<file path="src/core/lars_map.svh">
// constants for the linear array readout sequencer
`ifndef LARS_MAP_SVH
`define LARS_MAP_SVH
`define LARS_NUM_PIXELS     64
`define LARS_END_EDGE       65
`define LARS_RESTART_EDGE   66
`define LARS_SAMPLE_W       8
`define LARS_CLK_DIV        5
`endif

</file>
<file path="src/core/lars_pkg.sv">
// types shared by both ends of the readout link
package lars_pkg;
	typedef logic [7:0] lars_sample_t;
	typedef enum logic [1:0] {
		LARS_IDLE,
		LARS_START,
		LARS_READ,
		LARS_GAP
	} lars_ctl_e;
endpackage : lars_pkg

</file>
<file path="src/core/lars_link_if.sv">
// link between the sensor array end and its controller end
`timescale 1ns/1ps
`include "lars_map.svh"
interface lars_link_if;
	logic                          link_clk_en;   // one-cycle pixel clock enable
	logic                          start_bit;     // start token input
	logic [`LARS_SAMPLE_W-1:0]     analog_pixel_output; // driven sample
	logic                          out_oe_n;      // low while output driven
	modport sensor (input link_clk_en, input start_bit,
		output analog_pixel_output, output out_oe_n);
	modport ctrl (output link_clk_en, output start_bit,
		input analog_pixel_output, input out_oe_n);
endinterface : lars_link_if

</file>
<file path="src/core/lars_pixel_cell.sv">
// one pixel: integrator with a held sample
`timescale 1ns/1ps
`include "lars_map.svh"
module lars_pixel_cell
	import lars_pkg::*;
#(
	parameter int W = `LARS_SAMPLE_W
) (
	input  wire logic         clk,        // system clock
	input  wire logic         rst,        // sync reset
	input  wire logic         step,       // pixel clock enable
	input  wire logic [W-1:0] light,      // photocurrent per step
	input  wire logic         capture,    // common sample instant
	input  wire logic         clear_int,  // integrator reset
	output logic      [W-1:0] held        // held sample
);
	logic [W-1:0] integ_r;

	always_ff @(posedge clk) begin
		if (rst) begin
			integ_r <= '0;
		end else if (step) begin
			if (clear_int) begin
				integ_r <= '0; // RL4
			end else if (integ_r > ~light) begin
				integ_r <= '1; // saturate rather than wrap
			end else begin
				integ_r <= integ_r + light;
			end
		end
	end

	always_ff @(posedge clk) begin
		if (rst) begin
			held <= '0;
		end else if (step && capture) begin
			held <= integ_r; // RL11
		end
	end
endmodule : lars_pixel_cell

</file>
<file path="src/core/lars_sensor.sv">
// sensor array end: token shift register, pixel cells, output switch
//
// Behaviour
// [RL1] start high over one edge starts readout
// [RL2] 64-bit register walks token one per edge
// [RL3] pixels presented on output one per edge
// [RL4] integrator reset when its bit clears
// [RL5] 65th edge drops token, output released
// [RL6] controller must give the 65th edge
// [RL7] next start no earlier than 66th edge
// [RL8] controller drops start before next edge
// [RL9] exposure equals spacing between start pulses
// [RL10] output released whenever no readout runs
// [RL11] all pixels sampled at one instant
// [RL12] controller pairs edge n with pixel n
`timescale 1ns/1ps
`include "lars_map.svh"
module lars_sensor
	import lars_pkg::*;
#(
	parameter int NPIX = `LARS_NUM_PIXELS,
	parameter int W    = `LARS_SAMPLE_W
) (
	input  wire logic              SYS_CLK,   // 25 MHz clock
	input  wire logic              SYS_RST,   // sync reset, high
	lars_link_if.sensor            LINK,      // link to controller
	input  wire logic [NPIX*W-1:0] LIGHT_IN   // per-pixel light level
);
	// ------------------------------------------------------------
	// token shift register
	// ------------------------------------------------------------
	logic [NPIX-1:0] token_r;
	logic [NPIX-1:0] token_nxt;
	logic            step;
	logic            capture;

	assign step      = LINK.link_clk_en;
	assign token_nxt = {token_r[NPIX-2:0], LINK.start_bit}; // RL1
	// sampling on the capturing edge makes every pixel share one stop instant
	assign capture   = LINK.start_bit; // RL9

	always_ff @(posedge SYS_CLK) begin
		if (SYS_RST) begin
			token_r <= '0;
		end else if (step) begin
			token_r <= token_nxt; // RL2 RL5
		end
	end

	// ------------------------------------------------------------
	// pixel cells
	// ------------------------------------------------------------
	logic [W-1:0] held [NPIX];

	for (genvar i = 0; i < NPIX; i++) begin : g_pix
		lars_pixel_cell #(.W(W)) u_cell (
			.clk       (SYS_CLK),
			.rst       (SYS_RST),
			.step      (step),
			.light     (LIGHT_IN[i*W +: W]),
			.capture   (capture),
			.clear_int (token_r[i] && !token_nxt[i]), // RL4
			.held      (held[i])
		);
	end

	// ------------------------------------------------------------
	// output switch
	// ------------------------------------------------------------
	logic [W-1:0] out_r;
	logic         oe_n_r;

	always_ff @(posedge SYS_CLK) begin
		if (SYS_RST) begin
			out_r  <= '0;
			oe_n_r <= 1'b1;
		end else begin
			out_r  <= '0;
			oe_n_r <= 1'b1; // RL10
			for (int i = 0; i < NPIX; i++) begin
				if (token_r[i]) begin
					out_r  <= held[i]; // RL3
					oe_n_r <= 1'b0;
				end
			end
		end
	end

	assign LINK.analog_pixel_output = out_r;
	assign LINK.out_oe_n            = oe_n_r; // RL5
endmodule : lars_sensor

</file>
<file path="src/flat_wrapper.sv">
// flat-port wrapper written by rule: the top's interface ports become plain ports
module lars_sensor_flat import lars_pkg::*;
#(
	parameter int NPIX = `LARS_NUM_PIXELS,
	parameter int W    = `LARS_SAMPLE_W
)
  (SYS_CLK, SYS_RST, LIGHT_IN, LINK_link_clk_en, LINK_start_bit, LINK_analog_pixel_output, LINK_out_oe_n);
  lars_link_if LINK_i ();
  input  wire logic SYS_CLK;
  input  wire logic SYS_RST;
  input  wire logic [NPIX*W-1:0] LIGHT_IN;
  input wire logic [$bits(LINK_i.link_clk_en)-1:0] LINK_link_clk_en;
  input wire logic [$bits(LINK_i.start_bit)-1:0] LINK_start_bit;
  output wire logic [$bits(LINK_i.analog_pixel_output)-1:0] LINK_analog_pixel_output;
  output wire logic [$bits(LINK_i.out_oe_n)-1:0] LINK_out_oe_n;
  assign LINK_i.link_clk_en = LINK_link_clk_en;
  assign LINK_i.start_bit = LINK_start_bit;
  assign LINK_analog_pixel_output = LINK_i.analog_pixel_output;
  assign LINK_out_oe_n = LINK_i.out_oe_n;
  lars_sensor #(.NPIX(NPIX), .W(W)) u_core (.SYS_CLK(SYS_CLK), .SYS_RST(SYS_RST), .LINK(LINK_i), .LIGHT_IN(LIGHT_IN));
endmodule
</file>
<file path="config.mk">
export PLATFORM = sky130hd
export DESIGN_NAME = lars_sensor_flat
export DESIGN_NICKNAME = d
export VERILOG_FILES = /design/src/core/lars_pkg.sv /design/src/core/lars_link_if.sv /design/src/core/lars_pixel_cell.sv /design/src/core/lars_sensor.sv /design/src/flat_wrapper.sv
export VERILOG_INCLUDE_DIRS = /design/src /design/src/core
export SDC_FILE = /design/constraint.sdc
export NUM_CORES = 2
export LEC_CHECK = 0
export BUFFER_PORTS_ARGS = -buffer_cell sky130_fd_sc_hd__buf_2
export CORE_ASPECT_RATIO = 0.9
export CORE_UTILIZATION = 45
export DETAILED_ROUTE_END_ITERATION = 8
export PLACE_DENSITY_LB_ADDON = 0.2
export SYNTH_ARGS = -nofsm -noshare
export SYNTH_HDL_FRONTEND = slang
export SYNTH_SLANG_ARGS = --single-unit
</file>
<file path="constraint.sdc">
create_clock -name SYS_CLK -period 1.9 [get_ports SYS_CLK]
set_input_delay 0.095 -clock SYS_CLK [delete_from_list [all_inputs] [get_ports SYS_CLK]]
set_output_delay 0.095 -clock SYS_CLK [all_outputs]
set_load 0.02 [all_outputs]
</file>
Word-level counts from Yosys, hierarchy flattened
Cells that the tools add are included.
Word-level totals
  output and inout port bits: 9
  logic and storage cells: 708
  input bits: 516
  register bits: 1097
Cells by class
  add/subtract/negate cells: 64
  reduce and logical (&&, ||, !) cells: 129
  $lt $le $gt $ge: 64
  bitwise gates (word level): 64
  muxes and demuxes: 256
Operators by type and width (number)
  8-bit 2-to-1 mux: 192
  8-bit adder: 64
  8-bit greater-than comparator: 64
  8-bit inverter: 64
  1-bit logical AND: 65
  1-bit zero test: 64
  1-bit 2-to-1 mux: 64

Longest topological paths before layout
  depth after elaboration: 64
  depth in mapped cells: 9
  mapped depth without buffers: 9

Hierarchy
A second synthesis with hierarchy kept.
Second synthesis, totals
  cells, all modules: 10063
  area, all modules: 79568.8 µm²
Modules (own cells, without submodules)
  lars_pixel_cell: cells each 142, area each 1129.8 µm², sequential area each 320.3 µm², times used 64
  lars_sensor: cells each 975, area each 7259.5 µm², sequential area each 1461.4 µm², times used 1

Worst setup path before layout
Ideal clock, no wire load.
  path type: register -> register
  from: reg u_core.g_pix[55].u_cell.integ_r[2]
  to: reg u_core.g_pix[55].u_cell.integ_r[7]
  buffers on the path: 0
  stages on the path, launching flop included: 8
  data required time: 1.783 ns
  setup slack: -0.114 ns
  data arrival time: 1.897 ns
  cells stage by stage: dfxtp_1 > ha_1 > nand4_1 > or2_2 > and3_1 > a21oi_1 > o21ai_0 > a22o_1
On the way
  cells in the longest elaborated chain, start to end: 3
RTL lines
  start: declaration: line lars_pixel_cell.sv:17  | logic [W-1:0] integ_r;
  start signal: assignment: line lars_pixel_cell.sv:28  | integ_r <= integ_r + light;
  8-bit adder / 8-bit greater-than comparator (equally long branches): line lars_pixel_cell.sv:28, lars_pixel_cell.sv:25
  8-bit 2-to-1 mux *: line lars_pixel_cell.sv:25  | end else if (integ_r > ~light) begin
  8-bit 2-to-1 mux *: line lars_pixel_cell.sv:23  | if (clear_int) begin
Every way passes the cells marked *; elsewhere a longest branch is shown, timed or not.
A chain may end at the register's enable or synchronous reset.

Worst setup path in the final report
  from: reg u_core.token_r[12]
  to: reg u_core.out_r[6], in the netlist u_core.LINK.analog_pixel_output[6]
On the way
  cells in the longest elaborated chain, start to end: 52
RTL lines
  start: declaration: line lars_sensor.sv:32  | logic [NPIX-1:0] token_r;
  start signal: assignment: line lars_sensor.sv:46  | token_r <= token_nxt;
  8-bit 2-to-1 mux (52 in a row): line lars_sensor.sv:81  | if (token_r[i]) begin
  end signal: assignment: line lars_sensor.sv:82  | out_r <= held[i];
  end: declaration: line lars_sensor.sv:70  | logic [W-1:0] out_r;
No other way between the ends.

==> impl_metrics.env <==
export IMPL_status="finished with violations"
export IMPL_violations="negative hold slack, negative setup slack"
export IMPL_fin_skew_ns=0.01822
export IMPL_num_vias=70081
export IMPL_portBuffers=524
export IMPL_required_ns=2.54
export IMPL_place_inst=11757
export IMPL_clkPwrFrac=0.309
export IMPL_overflow=0
export IMPL_synth_warnings=0
export IMPL_synthDistinctLibCells=69
export IMPL_htreeDepth=3
export IMPL_wl_per_cell_um=19.90
export IMPL_syn_to_final_growth_pct=41.89
export IMPL_grt_max_degree=160
export IMPL_synth_area_leader_cell="dfxtp_1"
export IMPL_syn_num_nets=9666
export IMPL_fin_cells=12481
export IMPL_synth_top_area_share=0.3341
export IMPL_switching_power_w=0.02636
export IMPL_report_final_slew_viol_count=0
export IMPL_syn_area_um2=65730
export IMPL_hold_viol_final=1
export IMPL_pwr_share_comb=0.345
export IMPL_io_pins=525
export IMPL_p_sw_frac=0.3282
export IMPL_antenna_found_initial=35
export IMPL_grt_pass1_wl_um=371200
export IMPL_setup_viol=24
export IMPL_p_seq_frac=0.346
export IMPL_fmax_mhz=411.3
export IMPL_dp_hpwl_um=183700
export IMPL_cp_start_kind="flip-flop"
export IMPL_rr_worst_depth=8
export IMPL_avgSynthCellArea_um2=7.724
export IMPL_layout_setup_ws_ns=-0.5311
export IMPL_cap_violations=0
export IMPL_globalplace_congestion=0.9599
export IMPL_clk_path_buf_depth=3
export IMPL_dr_pass1_iters=6
export IMPL_ant_nets=0
export IMPL_die_w_um=404.9
export IMPL_yosys_top_cells_area="dfxtp_1 (33%), ha_1 (11%), nand2_1 (11%), a21oi_1 (9.8%), o21ai_0 (5.9%)"
export IMPL_yosysSeqAreaShare=0.3341
export IMPL_fin_crit_sh=1.280
export IMPL_drc=0
export IMPL_numCtsBuffers=117
export IMPL_cts_sinks=1097
export IMPL_clk_pin_slew_ns=0.06
export IMPL_crit_arrival_ns=3.07
export IMPL_cts_tree="yes"
export IMPL_setup_tns_ns=-3.633
export IMPL_ys_flop_type="dfxtp_1"
export IMPL_hp_class="in2reg"
export IMPL_rows=132
export IMPL_async_flop_share=0
export IMPL_grt_pass1_vias=66644
export IMPL_rr_endpoint="u_core.LINK.analog_pixel_output[6]$_SDFF_PP0_"
export IMPL_clock_root_buffer="clkbuf_16"
export IMPL_via_per_inst=5.615
export IMPL_post_route_min_period_ns=2.431
export IMPL_insertion_delay_ns=0.74
export IMPL_p_leak_nw=39.11
export IMPL_rr_startpoint="u_core.token_r[12]$_SDFFE_PP0P_"
export IMPL_netlist_instances=8510
export IMPL_whs_path_depth=6
export IMPL_intPower_w=0.05396
export IMPL_rrSetupSlack_ns=-0.53
export IMPL_end_kind="flip-flop"
export IMPL_min_to="u_core.g_pix[17].u_cell.integ_r[2]$_SDFFE_PP0P_"
export IMPL_cp_max_fo=4
export IMPL_track_usage=0.3156
export IMPL_ys_ff_latch=1097
export IMPL_relSlewSlack=0.4158
export IMPL_path_class="reg2reg"
export IMPL_nets=11583
export IMPL_core_um2=144300
export IMPL_tightest_slew_ns=0.8763
export IMPL_drt_iter0_drc=5653
export IMPL_die_area_um2=147600
export IMPL_drive_above_1_share=0.2863
export IMPL_synth_edf_count=0
export IMPL_hold_start="LIGHT_IN[138]"
export IMPL_wirelength_um=248400
export IMPL_initial_core_util=0.4554
export IMPL_die_h_um=364.6
export IMPL_irDropWorstVdd_v=0.0007819
export IMPL_p_per_area_nw_per_um2=861.1
export IMPL_rsz0062_at_grt="true"
export IMPL_hold_ws_ns=-0.009559
## logic make-up after synthesis
| family | after synthesis | share of synthesized area |
|---|---|---|
| buffers and inverters | 662 | 0.03807 |
| AO/OA/AOI/OAI | 2940 | 0.2628 |
| XOR/XNOR | 383 | 0.05103 |
| flip-flops | 1097 | 0.3341 |
| AND/OR/NAND/NOR | 2723 | 0.1750 |
| multiplexers | 65 | 0.009917 |
| adder cells (fa/ha/maj) | 640 | 0.1291 |
## cell usage after synthesis, types with 68 or more instances
master	count
a211oi_1	132
o21ai_0	778
xor2_1	68
dfxtp_1	1097
nor2b_1	93
and2_1	69
nand2_1	1898
o21a_1	161
inv_1	265
o21bai_1	86
a21oi_1	1283
nor2_1	297
clkbuf_1	339
a2111oi_0	72
xnor2_1	315
nand4_1	144
a21o_1	145
nand2b_1	76
ha_1	576
## flip-flops by register name, indices dropped and copies added (netlist names)
| signal | flops |
|---|---|
| u_core.g_pix.u_cell.held | 512 |
| u_core.LINK.out_oe_n | 1 |
| u_core.token_r | 64 |
| u_core.g_pix.u_cell.integ_r | 512 |
| u_core.LINK.analog_pixel_output | 8 |
## repair_timing
item,4_1_cts,5_1_grt
setup buffers,43,88
pin swaps,238,551
endpoints found under the setup margin,484,520
hold buffers,374,3
gates resized for setup,582,1060
endpoints found under the hold margin,449,3
## through the flow
step	instance area, um2	worst slack, ns	total power (W)	hold WS (ns)	util
after floorplan	65910	-0.01999	0.04183	0.4003	-
after global routing	93250	-0.6303	0.08428	0.01142	0.6460
final	93270	-0.5311	0.08031	-0.009559	0.6461
after CTS	88990	-0.5747	0.07696	0.0001277	0.6165
after global placement	78870	-1.188	0.04985	0.4406	0.5464
after detailed placement	78870	-1.198	0.05034	0.4423	0.5464
## how the worst max path moves through the flow
stage                                                               start                                         endpoint  slack, ns  cells after the start
final                                     u_core.token_r[12]$_SDFFE_PP0P_    u_core.LINK.analog_pixel_output[6]$_SDFF_PP0_      -0.53                      8
after global placement                    u_core.token_r[15]$_SDFFE_PP0P_    u_core.LINK.analog_pixel_output[5]$_SDFF_PP0_      -1.19                      8
after floorplan           u_core.g_pix[55].u_cell.integ_r[1]$_SDFFE_PP0P_  u_core.g_pix[55].u_cell.integ_r[0]$_SDFFE_PP0P_      -0.02                      8
after CTS                                  u_core.token_r[1]$_SDFFE_PP0P_    u_core.LINK.analog_pixel_output[2]$_SDFF_PP0_      -0.57                      9
after detailed placement                  u_core.token_r[12]$_SDFFE_PP0P_    u_core.LINK.analog_pixel_output[6]$_SDFF_PP0_      -1.20                      8
after global routing                      u_core.token_r[12]$_SDFFE_PP0P_    u_core.LINK.analog_pixel_output[6]$_SDFF_PP0_      -0.63                      8
## worst max-delay path: stages (launching register included)
cell and delay (ns):
dfxtp_4 0.34, buf_6 0.12, buf_6 0.12, nor4_4 0.35
o211ai_1 0.29, a21o_1 0.26, a2111oi_4 0.39, o21ai_2 0.11
a2111oi_2 0.35
## area by class of cell
type / count / area [um2]
sequential: 1097 / 22250
clock inverter: 42 / 661.9
fill: 12316 / 51080
inverter: 271 / 1037
multi-input combinational: 6751 / 46560
tap: 1943 / 2431
clock buffer: 168 / 3455
antenna: 20 / 50.05
timing repair buffer: 2189 / 16830
## layout by cell type (no fill, tap or decap), types with 42 or more instances in the layout
| master | count |
|---|---|
| nand4_1 | 144 |
| buf_6 | 48 |
| buf_2 | 523 |
| o21ai_1 | 350 |
| a211oi_2 | 93 |
| o21a_1 | 161 |
| nor2b_1 | 84 |
| ha_1 | 408 |
| nand2_1 | 1896 |
| clkbuf_16 | 121 |
| xor2_1 | 68 |
| nand2b_1 | 76 |
| o21bai_1 | 85 |
| a21o_1 | 145 |
| dfxtp_2 | 152 |
| o41ai_2 | 59 |
| mux2i_1 | 64 |
| fa_2 | 64 |
| o211ai_1 | 42 |
| o21ai_2 | 85 |
| nor2_1 | 257 |
| a2111oi_2 | 43 |
| ha_4 | 136 |
| buf_12 | 45 |
| o21ai_0 | 345 |
| xnor2_1 | 310 |
| inv_1 | 261 |
| dfxtp_1 | 919 |
| and2_1 | 68 |
| buf_4 | 1194 |
| dlygate4sd3_1 | 377 |
| a21oi_1 | 1150 |
| a21oi_2 | 114 |
## power groups by stage
stage / logic (W) / registers [W] / clock network (W)
floorplan: 0.0146 / 0.0273 / 0
global placement: 0.0220 / 0.0279 / 0
detailed placement: 0.0224 / 0.0279 / 0
CTS: 0.0244 / 0.0275 / 0.0251
global route: 0.0303 / 0.0280 / 0.0260
finish: 0.0277 / 0.0278 / 0.0248
## layer usage
metal,vias up,track usage,part of all wire
met5,-,0,0.00039
li1,33868,-,-
met3,470,0.03799,0.065
met4,16,0.09863,0.033
met2,2306,0.5071,0.46
met1,33421,0.4395,0.45
No activity file was read; power rests on OpenSTA's default activity.
